File: src/core/ccs_pkg.sv
package ccs_pkg;
	// ************************************************************
	// Register map (byte addresses)
	// ************************************************************
	localparam logic [7:0] CTRL_ADDR = 8'h00;
	localparam logic [7:0] CFG_ADDR = 8'h04;
	localparam logic [7:0] STATUS_ADDR = 8'h08;
	localparam logic [7:0] STRAP_ADDR = 8'h0C;
	// ************************************************************
	// Control register fields (CTRL_ADDR)
	// ************************************************************
	localparam int CTRL_KICK_BIT = 7;
	localparam int CTRL_NOLIMIT_BIT = 2;
	localparam int CTRL_LIMIT500_BIT = 1;
	localparam int CTRL_INHIBIT_BIT = 0;
	// ************************************************************
	// Config register fields (CFG_ADDR)
	// ************************************************************
	localparam int CFG_RESET_BIT = 7;
	localparam int CFG_TERM_EN_BIT = 6;
	localparam int CFG_VREG_LSB = 0;
	localparam int CFG_VREG_W = 6;
	localparam logic [5:0] VREG_DEFAULT = 6'h02;
	localparam logic TERM_EN_DEFAULT = 1'b0;
	// ************************************************************
	// Status register fields (STATUS_ADDR)
	// ************************************************************
	localparam int ST_FAULT_LSB = 0;
	localparam int ST_PHASE_LSB = 4;
	localparam int ST_HOSTMODE_BIT = 8;
	localparam int ST_CHARGING_BIT = 9;
	localparam int ST_HIZ_BIT = 10;
	localparam int ST_LIMIT500_BIT = 11;
	localparam logic [2:0] FAULT_NONE = 3'h0;
	localparam logic [2:0] FAULT_THERMAL = 3'h5;
	localparam logic [2:0] FAULT_TIMER = 3'h6;
	// ************************************************************
	// Timing
	// ************************************************************
	localparam int CLK_HZ = 100_000_000;
	localparam int TICK_HZ = 1000;
	localparam int TICK_DIV = CLK_HZ / TICK_HZ;
	localparam int SHORT_TIMER_S = 32;
	localparam int LONG_TIMER_MIN = 32;
	localparam int SHORT_TICKS = SHORT_TIMER_S * TICK_HZ;
	localparam int LONG_TICKS = LONG_TIMER_MIN * 60 * TICK_HZ;
	localparam int FAULT_PULSE_US = 128;
	localparam int FAULT_PULSE_CYC = FAULT_PULSE_US * (CLK_HZ / 1_000_000);
	localparam int PWM_HZ = 3_000_000;
	localparam int PWM_PERIOD = CLK_HZ / PWM_HZ;
	localparam int DUTY_MAX_PERMIL = 995;
	localparam int DUTY_MAX = (PWM_PERIOD * DUTY_MAX_PERMIL) / 1000;
	// ************************************************************
	// Charge phases
	// ************************************************************
	typedef enum logic [2:0] {
		PH_OFF, PH_SHORT, PH_FAST, PH_REGULATE, PH_DONE, PH_THERMAL, PH_HIZ
	} ccs_phase_e;
endpackage

File: src/core/ccs_charge_cycle_sequencer.sv
// How it works
// - Long timer runs at start; host write stops it
// - Stopped long timer starts the short timer
// - Kick bit restarts short timer, self-clears
// - Short expiry: stop, defaults, long timer, resume
// - Long expiry: charger off, timer fault code
// - Fault latched; status updates only after read
// - Recharge, weak power-on, inhibit toggle, reset start cycle
// - Regulation phase ends at termination current
// - Termination disabled means never terminate
// - Below short threshold use reduced current
// - Input limit 100 or 500 mA, reset 100
// - Control bit disables input limit entirely
// - Weak power-on without host: defaults, OTG limit
// - Otherwise power-on follows control registers
// - High-impedance variant enters hi-Z at weak power-on
// - Defaults: termination off, 3.54 V regulation
// - Thermal trip suspends, freezes timers, resumes
// - Low-side switch synchronous only above 100mA
// - Fixed 3 MHz switching, high side on at most 32 of 33 cycles
// - Inhibit zero enables, one disables charging
// - Parameter reset restores defaults, self-clears
// - Fault gives one fixed low pulse on indicator
//
// Implementation choices: the AXI4-Lite slave port and the register offsets.
`timescale 1ns/100ps
`default_nettype none
module ccs_charge_cycle_sequencer #(
	parameter int LONG_TICKS_P = ccs_pkg::LONG_TICKS,
	parameter int SHORT_TICKS_P = ccs_pkg::SHORT_TICKS,
	parameter int TICK_DIV_P = ccs_pkg::TICK_DIV,
	parameter bit HIZ_VARIANT = 1'b0
) (
	input wire logic CLK,
	input wire logic SYS_RST,
	input wire logic [31:0] S_AXI_AWADDR,
	input wire logic S_AXI_AWVALID,
	output logic S_AXI_AWREADY,
	input wire logic [31:0] S_AXI_WDATA,
	input wire logic [3:0] S_AXI_WSTRB,
	input wire logic S_AXI_WVALID,
	output logic S_AXI_WREADY,
	output logic [1:0] S_AXI_BRESP,
	output logic S_AXI_BVALID,
	input wire logic S_AXI_BREADY,
	input wire logic [31:0] S_AXI_ARADDR,
	input wire logic S_AXI_ARVALID,
	output logic S_AXI_ARREADY,
	output logic [31:0] S_AXI_RDATA,
	output logic [1:0] S_AXI_RRESP,
	output logic S_AXI_RVALID,
	input wire logic S_AXI_RREADY,
	input wire logic OTG_PIN,
	input wire logic BAT_BELOW_SHORT,
	input wire logic BAT_BELOW_WEAK,
	input wire logic BAT_BELOW_RECHARGE,
	input wire logic BAT_AT_REGULATION,
	input wire logic CURRENT_AT_TERM,
	input wire logic THERMAL_TRIP,
	input wire logic LOW_SIDE_ABOVE_100MA,
	output logic CHARGE_EN,
	output logic SHORT_CURRENT_MODE,
	output logic FAST_CURRENT_MODE,
	output logic INPUT_LIMIT_500,
	output logic INPUT_LIMIT_OFF,
	output logic [5:0] REGULATION_VOLTAGE,
	output logic HIGH_SIDE_ON,
	output logic LOW_SIDE_ON,
	output logic STAT_O,
	output logic STAT_OE
);
	// ************************************************************
	// Register bus slave
	// ************************************************************
	logic aw_hold_r, w_hold_r;
	logic [7:0] aw_addr_r;
	logic [31:0] w_data_r;
	logic [3:0] w_strb_r;
	logic bvalid_r, rvalid_r;
	logic [31:0] rdata_r;
	logic [1:0] bresp_r, rresp_r;
	logic wr_fire, rd_fire, status_read;
	logic [31:0] status_word;
	logic [7:0] ctrl_r, cfg_r;
	logic strap_weak_r, strap_otg_r;

	function automatic logic addr_ok(input logic [7:0] a);
		addr_ok = (a == ccs_pkg::CTRL_ADDR) || (a == ccs_pkg::CFG_ADDR)
			|| (a == ccs_pkg::STATUS_ADDR) || (a == ccs_pkg::STRAP_ADDR);
	endfunction

	assign S_AXI_AWREADY = !aw_hold_r && !bvalid_r;
	assign S_AXI_WREADY = !w_hold_r && !bvalid_r;
	assign S_AXI_ARREADY = !rvalid_r;
	assign S_AXI_BVALID = bvalid_r;
	assign S_AXI_BRESP = bresp_r;
	assign S_AXI_RVALID = rvalid_r;
	assign S_AXI_RDATA = rdata_r;
	assign S_AXI_RRESP = rresp_r;
	assign wr_fire = aw_hold_r && w_hold_r && !bvalid_r;
	assign rd_fire = S_AXI_ARVALID && S_AXI_ARREADY;
	assign status_read = rd_fire && (S_AXI_ARADDR[7:0] == ccs_pkg::STATUS_ADDR);

	always_ff @(posedge CLK) begin
		if (SYS_RST) begin
			aw_hold_r <= 1'b0;
			w_hold_r <= 1'b0;
			aw_addr_r <= 8'h00;
			w_data_r <= 32'h00000000;
			w_strb_r <= 4'h0;
			bvalid_r <= 1'b0;
			bresp_r <= 2'h0;
		end else begin
			if (S_AXI_AWVALID && S_AXI_AWREADY) begin
				aw_hold_r <= 1'b1;
				aw_addr_r <= S_AXI_AWADDR[7:0];
			end
			if (S_AXI_WVALID && S_AXI_WREADY) begin
				w_hold_r <= 1'b1;
				w_data_r <= S_AXI_WDATA;
				w_strb_r <= S_AXI_WSTRB;
			end
			if (wr_fire) begin
				aw_hold_r <= 1'b0;
				w_hold_r <= 1'b0;
				bvalid_r <= 1'b1;
				bresp_r <= addr_ok(aw_addr_r) ? 2'h0 : 2'h2;
			end else if (bvalid_r && S_AXI_BREADY) begin
				bvalid_r <= 1'b0;
			end
		end
	end

	always_ff @(posedge CLK) begin
		if (SYS_RST) begin
			rvalid_r <= 1'b0;
			rdata_r <= 32'h00000000;
			rresp_r <= 2'h0;
		end else if (rd_fire) begin
			rvalid_r <= 1'b1;
			rresp_r <= addr_ok(S_AXI_ARADDR[7:0]) ? 2'h0 : 2'h2;
			unique case (S_AXI_ARADDR[7:0])
				ccs_pkg::CTRL_ADDR: rdata_r <= {24'h000000, ctrl_r};
				ccs_pkg::CFG_ADDR: rdata_r <= {24'h000000, cfg_r};
				ccs_pkg::STATUS_ADDR: rdata_r <= status_word;
				ccs_pkg::STRAP_ADDR: rdata_r <= {30'h00000000, strap_otg_r, strap_weak_r};
				default: rdata_r <= 32'h00000000;
			endcase
		end else if (rvalid_r && S_AXI_RREADY) begin
			rvalid_r <= 1'b0;
		end
	end

	// ************************************************************
	// Control and config registers
	// ************************************************************
	logic host_write, ctrl_wr, cfg_wr, boot_defaults, param_defaults;
	logic inhibit_toggle, kick_pending, param_reset_req;
	logic boot_done_r, host_mode_r, otg_limit_mode_r, hiz_r;
	logic short_expire;

	assign host_write = wr_fire && addr_ok(aw_addr_r);
	assign ctrl_wr = wr_fire && (aw_addr_r == ccs_pkg::CTRL_ADDR) && w_strb_r[0];
	assign cfg_wr = wr_fire && (aw_addr_r == ccs_pkg::CFG_ADDR) && w_strb_r[0];
	assign inhibit_toggle = ctrl_wr
		&& (w_data_r[ccs_pkg::CTRL_INHIBIT_BIT] != ctrl_r[ccs_pkg::CTRL_INHIBIT_BIT]);
	assign kick_pending = ctrl_r[ccs_pkg::CTRL_KICK_BIT];
	assign param_reset_req = cfg_r[ccs_pkg::CFG_RESET_BIT];
	assign param_defaults = param_reset_req || short_expire;

	always_ff @(posedge CLK) begin
		if (SYS_RST) begin
			ctrl_r <= 8'h00;
		end else if (boot_defaults) begin
			ctrl_r <= 8'h00;
		end else if (ctrl_wr) begin
			ctrl_r <= w_data_r[7:0];
		end else if (kick_pending) begin
			ctrl_r[ccs_pkg::CTRL_KICK_BIT] <= 1'b0;
		end
	end

	always_ff @(posedge CLK) begin
		if (SYS_RST || boot_defaults) begin
			cfg_r <= {1'b0, ccs_pkg::TERM_EN_DEFAULT, ccs_pkg::VREG_DEFAULT};
		end else if (cfg_wr) begin
			cfg_r <= w_data_r[7:0];
		end else if (param_defaults) begin
			cfg_r <= {1'b0, ccs_pkg::TERM_EN_DEFAULT, ccs_pkg::VREG_DEFAULT};
		end
	end

	// ************************************************************
	// Power-on boot sequence
	// ************************************************************
	assign boot_defaults = !boot_done_r && BAT_BELOW_WEAK && !host_mode_r && !HIZ_VARIANT;

	always_ff @(posedge CLK) begin
		if (SYS_RST) begin
			boot_done_r <= 1'b0;
			strap_weak_r <= 1'b0;
			strap_otg_r <= 1'b0;
			otg_limit_mode_r <= 1'b0;
			hiz_r <= 1'b0;
		end else if (!boot_done_r) begin
			boot_done_r <= 1'b1;
			strap_weak_r <= BAT_BELOW_WEAK;
			strap_otg_r <= OTG_PIN;
			otg_limit_mode_r <= BAT_BELOW_WEAK && !HIZ_VARIANT;
			hiz_r <= BAT_BELOW_WEAK && HIZ_VARIANT;
		end else if (host_write) begin
			otg_limit_mode_r <= 1'b0;
			hiz_r <= 1'b0;
		end
	end

	always_comb begin
		if (otg_limit_mode_r) begin
			INPUT_LIMIT_500 = strap_otg_r;
		end else begin
			INPUT_LIMIT_500 = ctrl_r[ccs_pkg::CTRL_LIMIT500_BIT];
		end
		INPUT_LIMIT_OFF = ctrl_r[ccs_pkg::CTRL_NOLIMIT_BIT] && !otg_limit_mode_r;
	end
	assign REGULATION_VOLTAGE = cfg_r[ccs_pkg::CFG_VREG_LSB +: ccs_pkg::CFG_VREG_W];

	// ************************************************************
	// Safety timers
	// ************************************************************
	logic [$clog2(TICK_DIV_P+1)-1:0] div_r;
	logic tick, long_expire, timer_fault_r;
	logic [31:0] long_cnt_r, short_cnt_r;
	logic long_run_r, short_run_r;

	assign tick = (div_r == $bits(div_r)'(TICK_DIV_P - 1)) && !THERMAL_TRIP;
	assign long_expire = long_run_r && tick && (long_cnt_r == 32'(LONG_TICKS_P - 1));
	assign short_expire = short_run_r && tick && (short_cnt_r == 32'(SHORT_TICKS_P - 1));

	always_ff @(posedge CLK) begin
		if (SYS_RST || tick) begin
			div_r <= '0;
		end else if (!THERMAL_TRIP) begin
			div_r <= div_r + 1'b1;
		end
	end

	always_ff @(posedge CLK) begin
		if (SYS_RST) begin
			long_run_r <= 1'b1;
			short_run_r <= 1'b0;
			long_cnt_r <= 32'h00000000;
			short_cnt_r <= 32'h00000000;
			host_mode_r <= 1'b0;
			timer_fault_r <= 1'b0;
		end else if (timer_fault_r) begin
			long_run_r <= 1'b0;
			short_run_r <= 1'b0;
		end else if (long_expire) begin
			long_run_r <= 1'b0;
			timer_fault_r <= 1'b1;
		end else if (short_expire) begin
			short_run_r <= 1'b0;
			long_run_r <= 1'b1;
			long_cnt_r <= 32'h00000000;
			host_mode_r <= 1'b0;
		end else if (host_write && long_run_r) begin
			long_run_r <= 1'b0;
			short_run_r <= 1'b1;
			short_cnt_r <= 32'h00000000;
			host_mode_r <= 1'b1;
		end else if (kick_pending && short_run_r) begin
			short_cnt_r <= 32'h00000000;
		end else if (tick) begin
			if (long_run_r) begin
				long_cnt_r <= long_cnt_r + 32'h00000001;
			end
			if (short_run_r) begin
				short_cnt_r <= short_cnt_r + 32'h00000001;
			end
		end
	end

	// ************************************************************
	// Charge phase sequencing
	// ************************************************************
	ccs_pkg::ccs_phase_e phase_r;
	logic enabled, term_hit, restart;

	assign enabled = !ctrl_r[ccs_pkg::CTRL_INHIBIT_BIT] && !timer_fault_r && !hiz_r;
	assign term_hit = cfg_r[ccs_pkg::CFG_TERM_EN_BIT] && CURRENT_AT_TERM
		&& !BAT_BELOW_RECHARGE;
	assign restart = inhibit_toggle || param_reset_req || short_expire;

	always_ff @(posedge CLK) begin
		if (SYS_RST) begin
			phase_r <= ccs_pkg::PH_OFF;
		end else if (hiz_r) begin
			phase_r <= ccs_pkg::PH_HIZ;
		end else if (!enabled) begin
			phase_r <= ccs_pkg::PH_OFF;
		end else if (THERMAL_TRIP) begin
			phase_r <= ccs_pkg::PH_THERMAL;
		end else if (restart) begin
			phase_r <= ccs_pkg::PH_OFF;
		end else begin
			unique case (phase_r)
				ccs_pkg::PH_OFF, ccs_pkg::PH_THERMAL, ccs_pkg::PH_HIZ,
				ccs_pkg::PH_SHORT, ccs_pkg::PH_FAST: begin
					if (BAT_BELOW_SHORT) begin
						phase_r <= ccs_pkg::PH_SHORT;
					end else if (BAT_AT_REGULATION) begin
						phase_r <= ccs_pkg::PH_REGULATE;
					end else begin
						phase_r <= ccs_pkg::PH_FAST;
					end
				end
				ccs_pkg::PH_REGULATE: begin
					if (term_hit) begin
						phase_r <= ccs_pkg::PH_DONE;
					end else if (!BAT_AT_REGULATION) begin
						phase_r <= ccs_pkg::PH_FAST;
					end
				end
				ccs_pkg::PH_DONE: begin
					if (BAT_BELOW_RECHARGE) begin
						phase_r <= ccs_pkg::PH_OFF;
					end
				end
			endcase
		end
	end

	logic active;
	assign active = (phase_r == ccs_pkg::PH_SHORT) || (phase_r == ccs_pkg::PH_FAST)
		|| (phase_r == ccs_pkg::PH_REGULATE);
	assign CHARGE_EN = active;
	assign SHORT_CURRENT_MODE = phase_r == ccs_pkg::PH_SHORT;
	assign FAST_CURRENT_MODE = (phase_r == ccs_pkg::PH_FAST) || (phase_r == ccs_pkg::PH_REGULATE);

	// ************************************************************
	// Fault latch with read-gated status
	// ************************************************************
	logic [2:0] fault_now, fault_shown_r;
	logic fault_seen_r;

	always_comb begin
		if (timer_fault_r) begin
			fault_now = ccs_pkg::FAULT_TIMER;
		end else if (THERMAL_TRIP) begin
			fault_now = ccs_pkg::FAULT_THERMAL;
		end else begin
			fault_now = ccs_pkg::FAULT_NONE;
		end
	end

	always_ff @(posedge CLK) begin
		if (SYS_RST) begin
			fault_shown_r <= ccs_pkg::FAULT_NONE;
			fault_seen_r <= 1'b1;
		end else if (status_read) begin
			fault_seen_r <= 1'b1;
		end else if (fault_seen_r && fault_now != fault_shown_r) begin
			fault_shown_r <= fault_now;
			fault_seen_r <= 1'b0;
		end
	end

	assign status_word = {20'h00000, INPUT_LIMIT_500, hiz_r, active, host_mode_r,
		1'b0, phase_r, 1'b0, fault_shown_r};

	// ************************************************************
	// Fault indicator pulse
	// ************************************************************
	logic [$clog2(ccs_pkg::FAULT_PULSE_CYC+1)-1:0] pulse_cnt_r;
	logic fault_prev_r;

	always_ff @(posedge CLK) begin
		if (SYS_RST) begin
			pulse_cnt_r <= '0;
			fault_prev_r <= 1'b0;
		end else begin
			fault_prev_r <= fault_now != ccs_pkg::FAULT_NONE;
			if ((fault_now != ccs_pkg::FAULT_NONE) && !fault_prev_r) begin
				pulse_cnt_r <= $bits(pulse_cnt_r)'(ccs_pkg::FAULT_PULSE_CYC);
			end else if (pulse_cnt_r != '0) begin
				pulse_cnt_r <= pulse_cnt_r - 1'b1;
			end
		end
	end

	assign STAT_O = 1'b0;
	assign STAT_OE = pulse_cnt_r != '0;

	// ************************************************************
	// Switching controller timing
	// ************************************************************
	logic [$clog2(ccs_pkg::PWM_PERIOD)-1:0] pwm_cnt_r;
	logic hs_r, ls_r;

	always_ff @(posedge CLK) begin
		if (SYS_RST || pwm_cnt_r == $bits(pwm_cnt_r)'(ccs_pkg::PWM_PERIOD - 1)) begin
			pwm_cnt_r <= '0;
		end else begin
			pwm_cnt_r <= pwm_cnt_r + 1'b1;
		end
	end

	always_ff @(posedge CLK) begin
		if (SYS_RST || !active) begin
			hs_r <= 1'b0;
			ls_r <= 1'b0;
		end else begin
			hs_r <= pwm_cnt_r < $bits(pwm_cnt_r)'(ccs_pkg::DUTY_MAX);
			ls_r <= (pwm_cnt_r >= $bits(pwm_cnt_r)'(ccs_pkg::DUTY_MAX))
				&& LOW_SIDE_ABOVE_100MA;
		end
	end

	assign HIGH_SIDE_ON = hs_r;
	assign LOW_SIDE_ON = ls_r;
endmodule
`default_nettype wire

File: config.mk
export PLATFORM = sky130hd
export DESIGN_NAME = ccs_charge_cycle_sequencer
export DESIGN_NICKNAME = d
export VERILOG_FILES = /design/src/core/ccs_pkg.sv /design/src/core/ccs_charge_cycle_sequencer.sv
export SDC_FILE = /design/constraint.sdc
export NUM_CORES = 1
export LEC_CHECK = 0
export BUFFER_PORTS_ARGS = -buffer_cell sky130_fd_sc_hd__buf_2
export CORE_MARGIN = 2
export CORE_UTILIZATION = 59
export DETAILED_ROUTE_END_ITERATION = 16
export PLACE_DENSITY = 0.85
export SYNTH_ARGS = -nofsm -noshare
export SYNTH_HDL_FRONTEND = slang
export SYNTH_SLANG_ARGS = --single-unit
File: constraint.sdc
create_clock -name CLK -period 8.37 [get_ports CLK]
set_clock_uncertainty 0.2 [all_clocks]
set_input_delay 1.674 -clock CLK [delete_from_list [all_inputs] [get_ports CLK]]
set_output_delay 1.674 -clock CLK [all_outputs]
set_load 0.02 [all_outputs]
==> key figures <==
Outcome
  • Outcome: complete, no violations

Logic synthesis
  • Asr flop ratio synth: 0%
  • Post-Synth Simple-Gate Area: 28.99%
  • Number of synthesized flops with an enable pin: 0
  • Netlist Area Pre-Place: 8230 µm²
  • Top-count cell post-synth: dfxtp_1
  • Synth Instances: 995
  • Warnings, synthesis: 0
  • Synth Area in XOR/XNOR: 4.469%
  • Syn Area/Cell: 8.272 µm²
  • Synth cell count leaders: 169 x dfxtp_1, 119 x nor2_1, 93 x nand2_1
  • Top cells by area, synth: dfxtp_1 41%, nor2_1 5.4%, a21oi_1 5.0%
  • Post-synthesis mux area share: 2.995%
  • Adder-Cell Fraction of Synth Area: 0.9121%
  • Post-synthesis compound-gate area fraction: 15.23%
  • Yosys cell types: 59
  • Area share of the largest cell type after synthesis: 41.11%
  • Register area share after synthesis: 41.11%
  • Largest family of logic cells by synthesized area: simple AND/OR/NAND/NOR gates
  • Area leader, netlist: dfxtp_1
  • Synth Register Bits: 169
  • Ys flop type: dfxtp_1

GRT
  • Vias in the first global route: 6557
  • Total track usage: 25.77%
  • Pin count of the biggest net entering global routing: 70
  • Grt ovf: 0
  • Antenna violations before repair: 0
  • First-pass GRT wire length: 30.97 mm

Final layout
  • # fillers: 1116
  • FF/Latch Area: 3383 µm²
  • Final Non-Filler Cells: 1225
  • Final Instance Area: 9105 µm²
  • Share of layout cells above drive strength 1: 11.77%
  • Antenna diode count: 0
  • Layout Nets: 1153
  • Layout Area Growth over Synthesis: 10.63%
  • Multi-input logic area: 4429 µm²

Worst setup path
  • Worst setup EP type: primary output
  • Critical Path Start: pulse_cnt_r[2]
  • Worst R2R Path Depth: 7
  • Worst R2R Start: short_cnt_r[0]
  • Reg2Reg Capture Point: long_cnt_r[3]
  • CP Max Fanout: 4
  • Reg2reg setup slack: 5.07 ns
  • CP Data Required Time: 6.50 ns
  • WP data arrival: 2.47 ns
  • Startpoint Class: flip-flop
  • WS Path Type: reg2out

Floorplanning
  • Core area: 13770 µm²
  • Die X: 122.1 µm
  • Row Count: 43
  • Initial Util: 59.76%
  • Die area: 14910 µm²
  • Number of primary I/O pins: 171
  • Die H: 122.1 µm

STA
  • F_max: 0.2302 GHz
  • Worst Tran Pin Value: 0.9224 ns
  • Setup TNS: 0 ns
  • Final worst path period share: 51.90%
  • Worst hold margin: 0.2543 ns
  • Hold Fails Final Rpt: 0
  • Setup violators final: 0
  • Slew headroom: 37.94%
  • Clock period minus worst slack: 4.344 ns
  • Slew Viols, Final: 0
  • RSZ-0062 raised after global routing: false

Hold path
  • Hold path start: aw_addr_r[0]
  • Hold path cells: 2
  • Worst Hold Class: reg2reg
  • Hold Path Sink: aw_addr_r[0]

Place
  • Hpwl dp: 12.55 mm
  • Placed Area: 8513 µm²
  • Dpl cells: 1193
  • Port Buffers: 71
  • Gp weighted congestion: 0.8797

Routing
  • # DRC: 0
  • WL met1: 8.392 mm
  • Vias per cell: 6.073
  • Uppermost routed layer: met4
  • Antenna violation net count after detailed routing: 0
  • Drt pass-1 iters: 5
  • Met2 wire length: 9.134 mm
  • Via count: 7439
  • Drt wl/cell: 15.54 µm
  • Routed wire length: 19.03 mm
  • DRT iter0 DRCs: 848
  • Met3 layer wire length in the routed design: 1.131 mm

Power and ir drop
  • Leakage power total: 3.313 nW
  • Worst VDD drop: 0.1540 mV
  • Pwr dens: 215.5 nW/µm²

Clocking
  • Post-CTS sizing: 0
  • # hold bufs at CTS: 0
  • CTS Sinks: 169
  • Htree depth: 4
  • Total CTS buffers: 17
  • Setup bufs post-CTS: 0
  • Worst-path clk slew: 0.07 ns
  • CTS tree: yes
  • Root Buffer: clkbuf_16
  • Clk buf depth: 2
  • Clk Latency, worst-skew pair: 0.43 ns

Run
  • Max-cap violations: 0
-- stage by stage --
stage	worst slack (ns)	power [mW]	util (%)
after floorplan	4.643	1.129	-
after global placement	3.985	1.170	61.81
after detailed placement	3.958	1.179	61.81
after CTS	4.024	1.968	66.11
after global routing	3.959	2.042	66.11
final	4.026	1.962	66.11
-- logic make-up (layout without fill, tap and decap cells) --
family,after synthesis,count (layout)
compound gates,205,205
xor+xnor,42,42
fa+ha+maj,6,6
buf+inv,101,128
flops,169,169
mux,22,22
other cells,1,24
simple gates,449,449
-- area by class of cell --
class                   count  share of cell area [%]
well taps                 180                   2.474
multi-input cells         748                   48.65
inverters                  18                  0.7421
repair buffers             78                   4.480
flip-flops and latches    169                   37.16
clock buffers              17                   4.672
clock inverters            15                   1.828
-- worst max-delay path by stage --
| stage | endpoint | cells after the start |
|---|---|---|
| 6_report | STAT_OE | 4 |
| 5_1_grt | STAT_OE | 4 |
| 4_1_cts | STAT_OE | 4 |
| 3_5_place_dp | long_cnt_r[13] | 7 |
| 3_3_place_gp | long_cnt_r[13] | 7 |
| 2_1_floorplan | STAT_OE | 3 |
-- placed cells by master, fill, tap and decap left out, types with 5 or more instances in the layout --
| cell type | n |
|---|---|
| dfxtp_1 | 169 |
| nor2_1 | 119 |
| nand2_1 | 93 |
| a21oi_1 | 83 |
| buf_2 | 71 |
| o21ai_0 | 37 |
| nand3_1 | 36 |
| or4_1 | 35 |
| nand4_1 | 34 |
| o31ai_1 | 28 |
| conb_1 | 24 |
| xnor2_1 | 22 |
| xor2_1 | 20 |
| nor4_1 | 19 |
| mux2i_1 | 19 |
| inv_1 | 18 |
| and3_1 | 17 |
| clkbuf_16 | 17 |
| or3_1 | 15 |
| a22oi_1 | 14 |
| nor3_1 | 11 |
| and2_1 | 10 |
| and4_1 | 9 |
| a211oi_1 | 9 |
| nor2b_1 | 8 |
| a31oi_1 | 8 |
| nand4b_1 | 7 |
| buf_4 | 7 |
| ha_1 | 6 |
| nand3b_1 | 5 |
-- where the power goes --
group          internal [mW]  leakage [nW]  switching, mW
Sequential             0.846          1.37         0.0389
Clock                  0.447         0.286          0.348
Combinational          0.111          1.66          0.172
Total                   1.40          3.31          0.558
-- registers in the layout (all words and copies together) (netlist names), 3 cells and up --
signal,cells
S_AXI_RDATA,11
aw_addr_r,8
cfg_r,8
ctrl_r,8
div_r,17
fault_shown_r,3
long_cnt_r,32
phase_r,3
pulse_cnt_r,14
pwm_cnt_r,6
short_cnt_r,32
w_data_r,8
-- worst max-delay path, stage by stage (launching register included) --
cell and delay (ns):
dfxtp_1 0.34, or4_1 0.59, or4b_1 0.53, or3_1 0.40, buf_2 0.18
-- layer usage --
layer | vias up | GRT usage (%)
li1 | 3657 | -
met1 | 3483 | 32.95
met2 | 269 | 43.09
met3 | 30 | 4.775
met4 | 0 | 10.06
met5 | - | 0
(Power assumes the default switching activity.)
